==> config.mk <==
export PLATFORM = sky130hd
export DESIGN_NAME = ref_clock_pin_top
export DESIGN_NICKNAME = d
export VERILOG_FILES = /design/src/ref_clock_pin_pkg.sv /design/src/ref_clock_pin_top.sv
export VERILOG_INCLUDE_DIRS = /design/src
export SDC_FILE = /design/constraint.sdc
export NUM_CORES = 1
export LEC_CHECK = 0
export ABC_CLOCK_PERIOD_IN_PS = 4490
export BUFFER_PORTS_ARGS = -buffer_cell sky130_fd_sc_hd__buf_4
export CELL_PAD_IN_SITES_DETAIL_PLACEMENT = 0
export CELL_PAD_IN_SITES_GLOBAL_PLACEMENT = 1
export CORE_UTILIZATION = 38
export CTS_CLUSTER_SIZE = 20
export DETAILED_ROUTE_END_ITERATION = 8
export PLACE_DENSITY_LB_ADDON = 0.1
export SYNTH_ARGS = -nofsm -noshare
export SYNTH_HDL_FRONTEND = slang
export SYNTH_SLANG_ARGS = --single-unit
export TNS_END_PERCENT = 20
==> constraint.sdc <==
create_clock -name clk_sys_i -period 4.49 [get_ports clk_sys_i]
set_clock_uncertainty 0.15 [all_clocks]
set_input_delay 0.449 -clock clk_sys_i [delete_from_list [all_inputs] [get_ports clk_sys_i]]
set_output_delay 0.449 -clock clk_sys_i [all_outputs]
set_load 0.005 [all_outputs]
==> src/ref_clock_pin_params.svh <==
// Purpose: Shared constants of the reference clock output block.
// Assumes: Included by the package and the top module; guard stops repeats.
// Notes:   Offsets are byte addresses on a 32-bit Avalon-MM slave.
`ifndef REF_CLOCK_PIN_PARAMS_SVH
`define REF_CLOCK_PIN_PARAMS_SVH

// Register byte offsets
`define REF_CLOCK_PIN_CTRL_OFS      3'h0
`define REF_CLOCK_PIN_OSC_OFS       3'h4

// Control register field positions
`define REF_CLOCK_PIN_EN_BIT        15
`define REF_CLOCK_PIN_SLEEP_BIT     13
`define REF_CLOCK_PIN_SRC_BIT       12
`define REF_CLOCK_PIN_DIV_HI        11
`define REF_CLOCK_PIN_DIV_LO        8

// Oscillator control and status field positions
`define REF_CLOCK_PIN_KEEP_BIT      0
`define REF_CLOCK_PIN_RUN_BIT       8
`define REF_CLOCK_PIN_OSCEN_BIT     9

// Widths and reset values
`define REF_CLOCK_PIN_DIV_W         4
`define REF_CLOCK_PIN_CNT_W         14
`define REF_CLOCK_PIN_CNT_ZERO      14'h0000
`define REF_CLOCK_PIN_CTRL_RST      16'h0000
`define REF_CLOCK_PIN_RDATA_ZERO    32'h0000_0000
`define REF_CLOCK_PIN_DIV_BYPASS    4'h0
`define REF_CLOCK_PIN_CTRL_LANE     1
`define REF_CLOCK_PIN_OSC_LANE      0

`endif

==> src/ref_clock_pin_pkg.sv <==
// Purpose: Types of the reference clock output block.
// Assumes: ref_clock_pin_params.svh is on the include path.
// Notes:   All state of the top module lives in one packed struct.
`include "ref_clock_pin_params.svh"

package ref_clock_pin_pkg;

  // Whole register state of the block
  typedef struct packed {
    logic                   waitreq;
    logic [31:0]            rdata;
    logic                   ctl_en;
    logic                   ctl_sleep;
    logic                   ctl_src;
    logic [`REF_CLOCK_PIN_DIV_W-1:0] ctl_div;
    logic                   keep_alive;
    logic                   osc_s1;
    logic                   osc_s2;
    logic                   osc_prev;
    logic                   sys_tgl;
    logic [`REF_CLOCK_PIN_CNT_W-1:0] cnt;
    logic                   pin;
    logic                   pin_oe;
    logic                   osc_en;
    logic                   running;
  } ref_clock_pin_state_type;

endpackage : ref_clock_pin_pkg

==> src/ref_clock_pin_top.sv <==
// Purpose: Reference clock output: picks a base clock, divides it by a
//          power of two and drives the result onto a port pin.
// Assumes: Primary oscillator arrives as a level well below half of
//          clk_sys_i; sleep and strap inputs come from same-clock logic.
// Notes:   The system-clock base is seen through a toggle flop, so the
//          fastest system-derived output is half of clk_sys_i.
//
// The Avalon-MM slave port and the address map were left to the implementer.
`timescale 1ns/100ps
`default_nettype none
`include "ref_clock_pin_params.svh"

// Notes on behaviour
// - Output works in any oscillator configuration while awake; in Sleep it also needs primary mode or keep-alive.
// - Enable bit 15 set drives divided clock on pin; clear disables it.
// - Four-bit field in bits 11..8 picks one of sixteen ratios.
// - Bit 12 set takes primary oscillator, clear takes current system clock.
// - Bit 13 set lets output run in Sleep; clear stops it.
// - Output runs in Sleep only with bits 13 and 12 both set.
// - Sleep powers primary oscillator down unless primary mode or keep-alive.
// - With bit 12 clear, output follows system clock through clock switches.
module ref_clock_pin_top
  import ref_clock_pin_pkg::*;
(
  input  wire logic        clk_sys_i,
  input  wire logic        rst_i,
  input  wire logic        ce_i,
  input  wire logic [2:0]  avs_address_i,
  input  wire logic        avs_read_i,
  input  wire logic        avs_write_i,
  input  wire logic [31:0] avs_writedata_i,
  input  wire logic [3:0]  avs_byteenable_i,
  output var  logic [31:0] avs_readdata_o,
  output var  logic        avs_waitrequest_o,
  input  wire logic        crystal_in_pin_i,
  input  wire logic        sleep_i,
  input  wire logic        primary_mode_i,
  output var  logic        ref_clock_pin_o,
  output var  logic        ref_clock_pin_oe_o,
  output var  logic        primary_osc_enable_o
);

  import ref_clock_pin_pkg::*;

  ref_clock_pin_state_type s;
  ref_clock_pin_state_type next_s;

  // Last count of a half period (length minus one) in base rising edges for codes 1..15
  function automatic logic [`REF_CLOCK_PIN_CNT_W-1:0] half_count(
    input logic [`REF_CLOCK_PIN_DIV_W-1:0] div
  );
    logic [`REF_CLOCK_PIN_CNT_W:0] one_hot;
    one_hot = {{`REF_CLOCK_PIN_CNT_W{1'b0}}, 1'b1} << (div - 4'h1);
    return `REF_CLOCK_PIN_CNT_W'(one_hot - {{`REF_CLOCK_PIN_CNT_W{1'b0}}, 1'b1});
  endfunction : half_count

  // Decoded bus request and access qualifiers
  logic req;
  logic hit_ctrl;
  logic hit_osc;
  logic wr_take;
  logic rd_take;

  // Clock selection and run decision
  logic base_lvl_next;
  logic base_rise;
  logic run;
  logic [15:0] ctrl_view;
  logic [31:0] osc_view;

  // Bus decode
  assign req      = avs_read_i | avs_write_i;
  assign hit_ctrl = (avs_address_i == `REF_CLOCK_PIN_CTRL_OFS);
  assign hit_osc  = (avs_address_i == `REF_CLOCK_PIN_OSC_OFS);
  // Writes land only at the edge where waitrequest is seen low
  assign wr_take  = avs_write_i & ~s.waitreq;
  // Read data is captured one edge early so it stands with waitrequest low
  assign rd_take  = avs_read_i & s.waitreq;

  // Readback images of both registers
  always_comb
  begin
    ctrl_view = `REF_CLOCK_PIN_CTRL_RST;
    ctrl_view[`REF_CLOCK_PIN_EN_BIT]                = s.ctl_en;
    ctrl_view[`REF_CLOCK_PIN_SLEEP_BIT]             = s.ctl_sleep;
    ctrl_view[`REF_CLOCK_PIN_SRC_BIT]               = s.ctl_src;
    ctrl_view[`REF_CLOCK_PIN_DIV_HI:`REF_CLOCK_PIN_DIV_LO]   = s.ctl_div;
    osc_view = `REF_CLOCK_PIN_RDATA_ZERO;
    osc_view[`REF_CLOCK_PIN_KEEP_BIT]  = s.keep_alive;
    osc_view[`REF_CLOCK_PIN_RUN_BIT]   = s.running;
    osc_view[`REF_CLOCK_PIN_OSCEN_BIT] = s.osc_en;
  end

  // Base clock selection
  always_comb
  begin
    if (s.ctl_src)
    begin
      base_lvl_next = s.osc_s2;
      base_rise     = s.osc_s2 & ~s.osc_prev;
    end
    else
    begin
      base_lvl_next = ~s.sys_tgl;
      base_rise     = ~s.sys_tgl;
    end
  end

  // Run decision; awake the primary oscillator is always powered
  always_comb
  begin
    run = s.ctl_en &
          (~sleep_i | (s.ctl_sleep & s.ctl_src & s.osc_en));
  end

  // Next-state logic for the whole block
  always_comb
  begin
    next_s = s;

    // Two-flop synchroniser, then an edge-detect stage behind it
    next_s.osc_s1   = crystal_in_pin_i;
    next_s.osc_s2   = s.osc_s1;
    next_s.osc_prev = s.osc_s2;

    // Stands in for the system clock as seen by flop logic
    next_s.sys_tgl  = ~s.sys_tgl;

    next_s.osc_en  = ~(sleep_i & ~primary_mode_i & ~s.keep_alive);
    next_s.running = run;

    next_s.pin_oe = run;

    // Divider; restarts from zero whenever output stops
    if (!run)
    begin
      next_s.pin = 1'b0;
      next_s.cnt = `REF_CLOCK_PIN_CNT_ZERO;
    end
    else if (s.ctl_div == `REF_CLOCK_PIN_DIV_BYPASS)
    begin
      next_s.pin = base_lvl_next;
      next_s.cnt = `REF_CLOCK_PIN_CNT_ZERO;
    end
    else if (base_rise)
    begin
      if (s.cnt == half_count(s.ctl_div))
      begin
        next_s.cnt = `REF_CLOCK_PIN_CNT_ZERO;
        next_s.pin = ~s.pin;
      end
      else
      begin
        next_s.cnt = s.cnt + {{(`REF_CLOCK_PIN_CNT_W-1){1'b0}}, 1'b1};
      end
    end

    // One wait cycle per access, then waitrequest low for one cycle
    next_s.waitreq = ~(req & s.waitreq);

    // Read data capture; unmapped addresses read as zero
    if (rd_take)
    begin
      if (hit_ctrl)
      begin
        next_s.rdata = {16'h0000, ctrl_view};
      end
      else if (hit_osc)
      begin
        next_s.rdata = osc_view;
      end
      else
      begin
        next_s.rdata = `REF_CLOCK_PIN_RDATA_ZERO;
      end
    end

    // Control register write; low byte holds nothing
    if (wr_take && hit_ctrl && avs_byteenable_i[`REF_CLOCK_PIN_CTRL_LANE])
    begin
      next_s.ctl_en    = avs_writedata_i[`REF_CLOCK_PIN_EN_BIT];
      next_s.ctl_sleep = avs_writedata_i[`REF_CLOCK_PIN_SLEEP_BIT];
      next_s.ctl_src   = avs_writedata_i[`REF_CLOCK_PIN_SRC_BIT];
      next_s.ctl_div   = avs_writedata_i[`REF_CLOCK_PIN_DIV_HI:`REF_CLOCK_PIN_DIV_LO];
      // Restart the divider so a new ratio never yields an overlong phase
      next_s.cnt       = `REF_CLOCK_PIN_CNT_ZERO;
      next_s.pin       = 1'b0;
    end

    // Keep-alive write; status bits in the same word are read-only
    if (wr_take && hit_osc && avs_byteenable_i[`REF_CLOCK_PIN_OSC_LANE])
    begin
      next_s.keep_alive = avs_writedata_i[`REF_CLOCK_PIN_KEEP_BIT];
    end
  end

  // State register; clock enable low freezes everything
  always_ff @(posedge clk_sys_i or posedge rst_i)
  begin
    if (rst_i)
    begin
      // zero reset; waitrequest idles high, oscillator powered
      s         <= '0;
      s.waitreq <= 1'b1;
      s.osc_en  <= 1'b1;
    end
    else if (ce_i)
    begin
      s <= next_s;
    end
  end

  // Outputs straight from the state flops
  assign avs_readdata_o       = s.rdata;
  assign avs_waitrequest_o    = s.waitreq;
  assign ref_clock_pin_o      = s.pin;
  assign ref_clock_pin_oe_o   = s.pin_oe;
  assign primary_osc_enable_o = s.osc_en;

endmodule : ref_clock_pin_top
`default_nettype wire

# After elaboration in Yosys (flattened, before gate mapping)

Cells that the tools add are included.

Add/sub/neg operators: 3
Eq/ne operators: 4
Shifts and indexed selects: 1
Multiplexer cells: 10
Bitwise operators: 20
Reductions and logical operators: 11

Operators with widths:

| operator                                            | count |
|---|---|
| 2-to-1 mux 15 bit                                   | 4 |
| 2-to-1 mux 16 bit                                   | 1 |
| adder 14 x 1 -> 14 bit (second input constant)      | 1 |
| == test 14 bit                                      | 1 |
| 2-to-1 mux 14 bit                                   | 1 |
| left shift 1 x 4 -> 14 bit (first input constant)   | 1 |
| subtractor 14 x 1 -> 14 bit (second input constant) | 1 |
| 2-to-1 mux 10 bit                                   | 1 |
| AND 1 bit                                           | 9 |
| NOT 1 bit                                           | 9 |
| AND reduction 2 bit                                 | 4 |
| logical AND 1 bit                                   | 4 |
| zero test 4 bit                                     | 1 |
| != test 4 x 1 -> 1 bit (second input constant)      | 1 |
| != test 4 x 2 -> 1 bit (second input constant)      | 1 |
| subtractor 4 x 1 -> 4 bit (second input constant)   | 1 |
| == test 3 bit (second input constant)               | 1 |
| zero test 3 bit                                     | 1 |
| 2-to-1 mux 1 bit                                    | 3 |
| AND reduction 3 bit                                 | 1 |
| OR 1 bit                                            | 2 |

Bits in registers: 62
Output and inout bits: 36

# Longest topological paths before layout

Depth after elaboration: 9
Mapped depth: 13
Depth with buffers taken out: 10

# Least setup slack after synthesis

OpenSTA, ideal clock, no wires.

Path kind: flip-flop to flip-flop
Start: register s (netlist bit ctrl_view[11])
End: register s[10] (netlist bit)
Data arrival time: 3.013 ns
Required time: 4.205 ns
Path slack: 1.192 ns
Stages on the path, launching flop included: 14
Path buffers: 4
Clock period less this slack: 3.298 ns
Path through: dfrtp_1 -> buf_6 -> clkbuf_1 -> buf_2 -> or3_1 -> ha_1 -> and2_1 -> a21oi_1 -> o22ai_1 -> xor2_1 -> or4_1 -> clkbuf_1 -> o31ai_4 -> nor2_1

Cells in the longest elaborated chain, start to end: 9
Elaborated cells on any way between the ends: 12
Classes of those cells: 2 x add/sub; 2 x eq/ne; 1 x shift; 5 x mux; 2 x reduce/logical

RTL lines:

| what                        | RTL line                 | text |
|---|---|---|
| start: declaration          | ref_clock_pin_top.sv:45  | `ref_clock_pin_state_type s;` |
| start signal: assignment    | ref_clock_pin_top.sv:209 | `s <= next_s;` |
| subtractor 4 x 1 -> 4 bit   | ref_clock_pin_top.sv:53  | `` one_hot = {{`REF_CLOCK_PIN_CNT_W{1'b0}}, 1'b1} << (div - 4'h1); `` |
| left shift 1 x 4 -> 14 bit  | ref_clock_pin_top.sv:53  |  |
| subtractor 14 x 1 -> 14 bit | ref_clock_pin_top.sv:54  | `` return `REF_CLOCK_PIN_CNT_W'(one_hot - {{`REF_CLOCK_PIN_CNT_W{1'b0}}, 1'b1}); `` |
| == test 14 bit              | ref_clock_pin_top.sv:147 | `if (s.cnt == half_count(s.ctl_div))` |
| 2-to-1 mux 14 bit           | ref_clock_pin_top.sv:147 |  |
| 2-to-1 mux 15 bit           | ref_clock_pin_top.sv:145 | `else if (base_rise)` |
| 2-to-1 mux 15 bit           | ref_clock_pin_top.sv:140 | `` else if (s.ctl_div == `REF_CLOCK_PIN_DIV_BYPASS) `` |
| 2-to-1 mux 15 bit           | ref_clock_pin_top.sv:135 | `if (!run)` |
| 2-to-1 mux 15 bit           | ref_clock_pin_top.sv:179 | `` if (wr_take && hit_ctrl && avs_byteenable_i[`REF_CLOCK_PIN_CTRL_LANE]) `` |

Several ways; a longest one is shown, not always the timed one. The select of a mux whose other input is x is not followed.
A chain may end at the register's enable or synchronous reset.

# Worst setup path in the final report

Start: register s (netlist bit ctrl_view[10])
End: register s[7] (netlist bit)

The elaborated chain is that of the path after synthesis.

==> results.md <==
- Synthesized flop and latch total: 38
- Crit path time final: 3.45 ns
- CTS tree: yes
- Depth of the worst register-to-register path: 10
- Multi-input gate area: 1370 um^2
- Wire length per cell: 15.0 um
- Synth Flop Type: dfrtp_1
- Register area: 953 um^2
- CP Capture Type: register
- Final wirelength: 5740 um
- Most frequent cells in the layout: buf_4 (38), dfrtp_1 (36), conb_1 (24)
- Complex-gate fraction of the synthesized area: 16.3%
- Status: finished, violations left
- Number of nets in the layout: 353
- Asr flop ratio synth: 100%
- CP startpoint kind: register
- Synth Area in Simple Gates: 19.3%
- Worst hold path class: input pin to asynchronous set/reset pin
- Share of cells above drive strength 1: 23.0%
- Final setup viols: 0
- Htree depth: 2
- Reg clk slew, reported paths: 0.08 ns
- Crit path max-delay family: simple AND/OR/NAND/NOR gates
- Vias: 2013
- Post-Synthesis Cells: 286
- DIE AREA: 7180 um^2
- Max-slew violation count: 0
- Row cnt: 29
- WHS: 0.132 ns
- GPL Wtd Cong: 0.786
- Critical path class: register to register
- Max frequency: 290 MHz
- WP data required: 4.50 ns
- Fillers: 663
- Actual slew at the worst max-slew pin: 0.739 ns
- Post-detail-place hpwl: 4120 um
- Max cap viols: 0
- Port bufs: 32
- GRT Residual Overflow: 0
- Starting DRT DRC Count: 117
- Pin count of the biggest net entering global routing: 39
- Post-synth cell types: 59
- Post-CTS Setup Inserts: 0
- CTS Root Cell: clkbuf_8
- # IOs: 83
- Clock Latency Late Sink: 0.29 ns
- Synth Cell Area: 2600 um^2
- First-pass DRT Iterations: 8
- Multiplexer share of the synthesized area: 6.35%
- Maximum vdd ir drop: 0.156 mV
- P per Cell Area: 323 nW/um^2
- Max Buffers Root-to-Sink: 2
- EDFF count, synth: 0
- Vias per cell: 5.27
- Crit path buffers/inverters: 0
- Vias in the first global route: 1855
- Num CTS Buffers: 5
- Layout Area Growth over Synthesis: 8.85%
- Setup TNS Final: 0 ns
- # hold bufs at CTS: 0
- Synth Area per Inst: 9.10 um^2
- Largest family of logic cells by synthesized area: simple AND/OR/NAND/NOR gates
- Post-Synth Adder-Cell Area: 0.962%
- Die width: 84.7 um
- Initial antenna violation count: 0
- WP depth: 10
- Worst-path fanout max: 10
- N_diodes: 0
- Syn. warnings: 0
- Critical path arrival: 3.46 ns
- Synth Area in XOR/XNOR: 6.40%
- Sequential area share after synthesis: 36.7%
- Tcrit/Tclk final: 76.9%
- DRC viols: 4
- Final Hold Vio Count: 0
- RSZ-0062 raised after global routing: no
- Die H: 84.7 um
- GRT Resource Usage Total: 16.6%
- Core ar.: 6490 um^2
- Leakage: 1.26 nW
- Rel. slew slack: 50.3%
- Clk sinks: 38
- Most common cell after layout, fill and taps aside: buf_4
- First-pass GRT wire length: 9480 um
- Failing checks: DRC
- Slowest CP cell: or4_1
- Count of cells resized by post-cts repair: 0
- Crit path top cell by count: nor2_1
- Post-route ant nets: 0
- Starting Density: 40.1%
- Ordered list of cells on the worst path: nand2b_1 > or3_1 > ha_1 > nor2_1 > a21oi_1 > o22ai_1 > xor2_1 > or4_1 > o31ai_4 > nor2_1
- CP peak stage delay: 0.69 ns
==> tightest hold or removal path: cells and delay by family <==
kind                   cells  cell delay [ns]
buffers and inverters      3             0.58
==> path summary, 6_finish.rpt <==
kind | start | endpoint | slack, ns
min reg2reg | avs_readdata_o[9] | avs_readdata_o[9] | 0.34
min | rst_i | ref_clock_pin_o | 0.13
min in group clk_sys_i | avs_writedata_i[11] | ctrl_view[11] | 0.23
max reg2reg | ctrl_view[10] | s[7] | 1.04
max in group asynchronous | rst_i | primary_osc_enable_o | 3.70
max | ctrl_view[10] | s[7] | 1.04
==> synthesized netlist by cell type, types with 2 or more instances <==
master    number  area, um^2
mux2_2        12         135
o211ai_1       3        22.5
nand2b_1       2        12.5
xnor2_1        5        43.8
nor2b_1        2        12.5
ha_1           2        25.0
nand3_1       11        55.1
or2_2          2        12.5
buf_2          2        10.0
and3_1         3        18.8
a21oi_1        7        35.0
nor3_1         9        45.0
o21ai_0       14        70.1
dfrtp_1       36         901
nor4_1         4        25.0
a31oi_1        4        25.0
nand4_2        2        25.0
mux2i_1        3        30.0
xor2_1        14         123
buf_4         32         240
buf_6          3        33.8
a22o_1         7        61.3
nor2_1        22        82.6
clkbuf_1      12        45.0
inv_1          8        30.0
nand2_1       21        78.8
or3_1          3        18.8
dfstp_2        2        52.6
nand4_1        6        37.5
o31ai_1        2        15.0
o21a_1         2        15.0
a211oi_1       2        15.0
==> kinds of logic after synthesis <==
group	Yosys count
adders and majority gates	2
AOI/OAI and AO/OA	57
other	1
muxes	15
buffers and inverters	58
xor gates and xnor gates	19
and+or+nand+nor	96
DFF	38
==> through the flow <==
stage          util, %  power [mW]  worst slack (ns)  std cells  cell area (um^2)
2_1_floorplan        -       0.616              1.19        309              2690
3_3_place_gp      42.1       0.669              1.10        374              2740
3_5_place_dp      42.1       0.669              1.02        374              2740
4_1_cts           43.6       0.924              1.00        382              2830
5_1_grt           43.6       0.972             0.793        382              2830
6_report          43.6       0.914              1.04        382              2830
==> sequential cells by signal, indices dropped and copies added, names as in the netlist <==
name                  count
s                        16
primary_osc_enable_o      1
next_s                    2
ref_clock_pin_o           1
avs_waitrequest_o         1
ctrl_view                 7
avs_readdata_o            8
osc_view                  2
==> power by group <==
part	total [mW]	internal, mW	switching (mW)
Clock	0.253	0.124	0.129
Combinational	0.269	0.117	0.151
Sequential	0.392	0.369	0.0231
==> area by class of cell <==
| cell class | instances | share of cell area, % |
|---|---|---|
| Inverter | 8 | 1.06 |
| Timing Repair Buffer | 38 | 10.1 |
| Sequential cell | 38 | 33.7 |
| Clock inverter | 2 | 0.442 |
| Tap cell | 77 | 3.40 |
| Clock buffer | 6 | 2.92 |
| Multi-Input combinational cell | 213 | 48.4 |
==> metal layers <==
layer  vias to the layer above  global-route usage, %  wire (um)
met4                         0                   4.62         48
met5                         -                      0          0
li1                       1002                      -          -
met3                         4                   3.15        167
met1                       965                   24.6       2870
met2                        42                   24.8       2650
No activity file was read; power rests on OpenSTA's default activity.
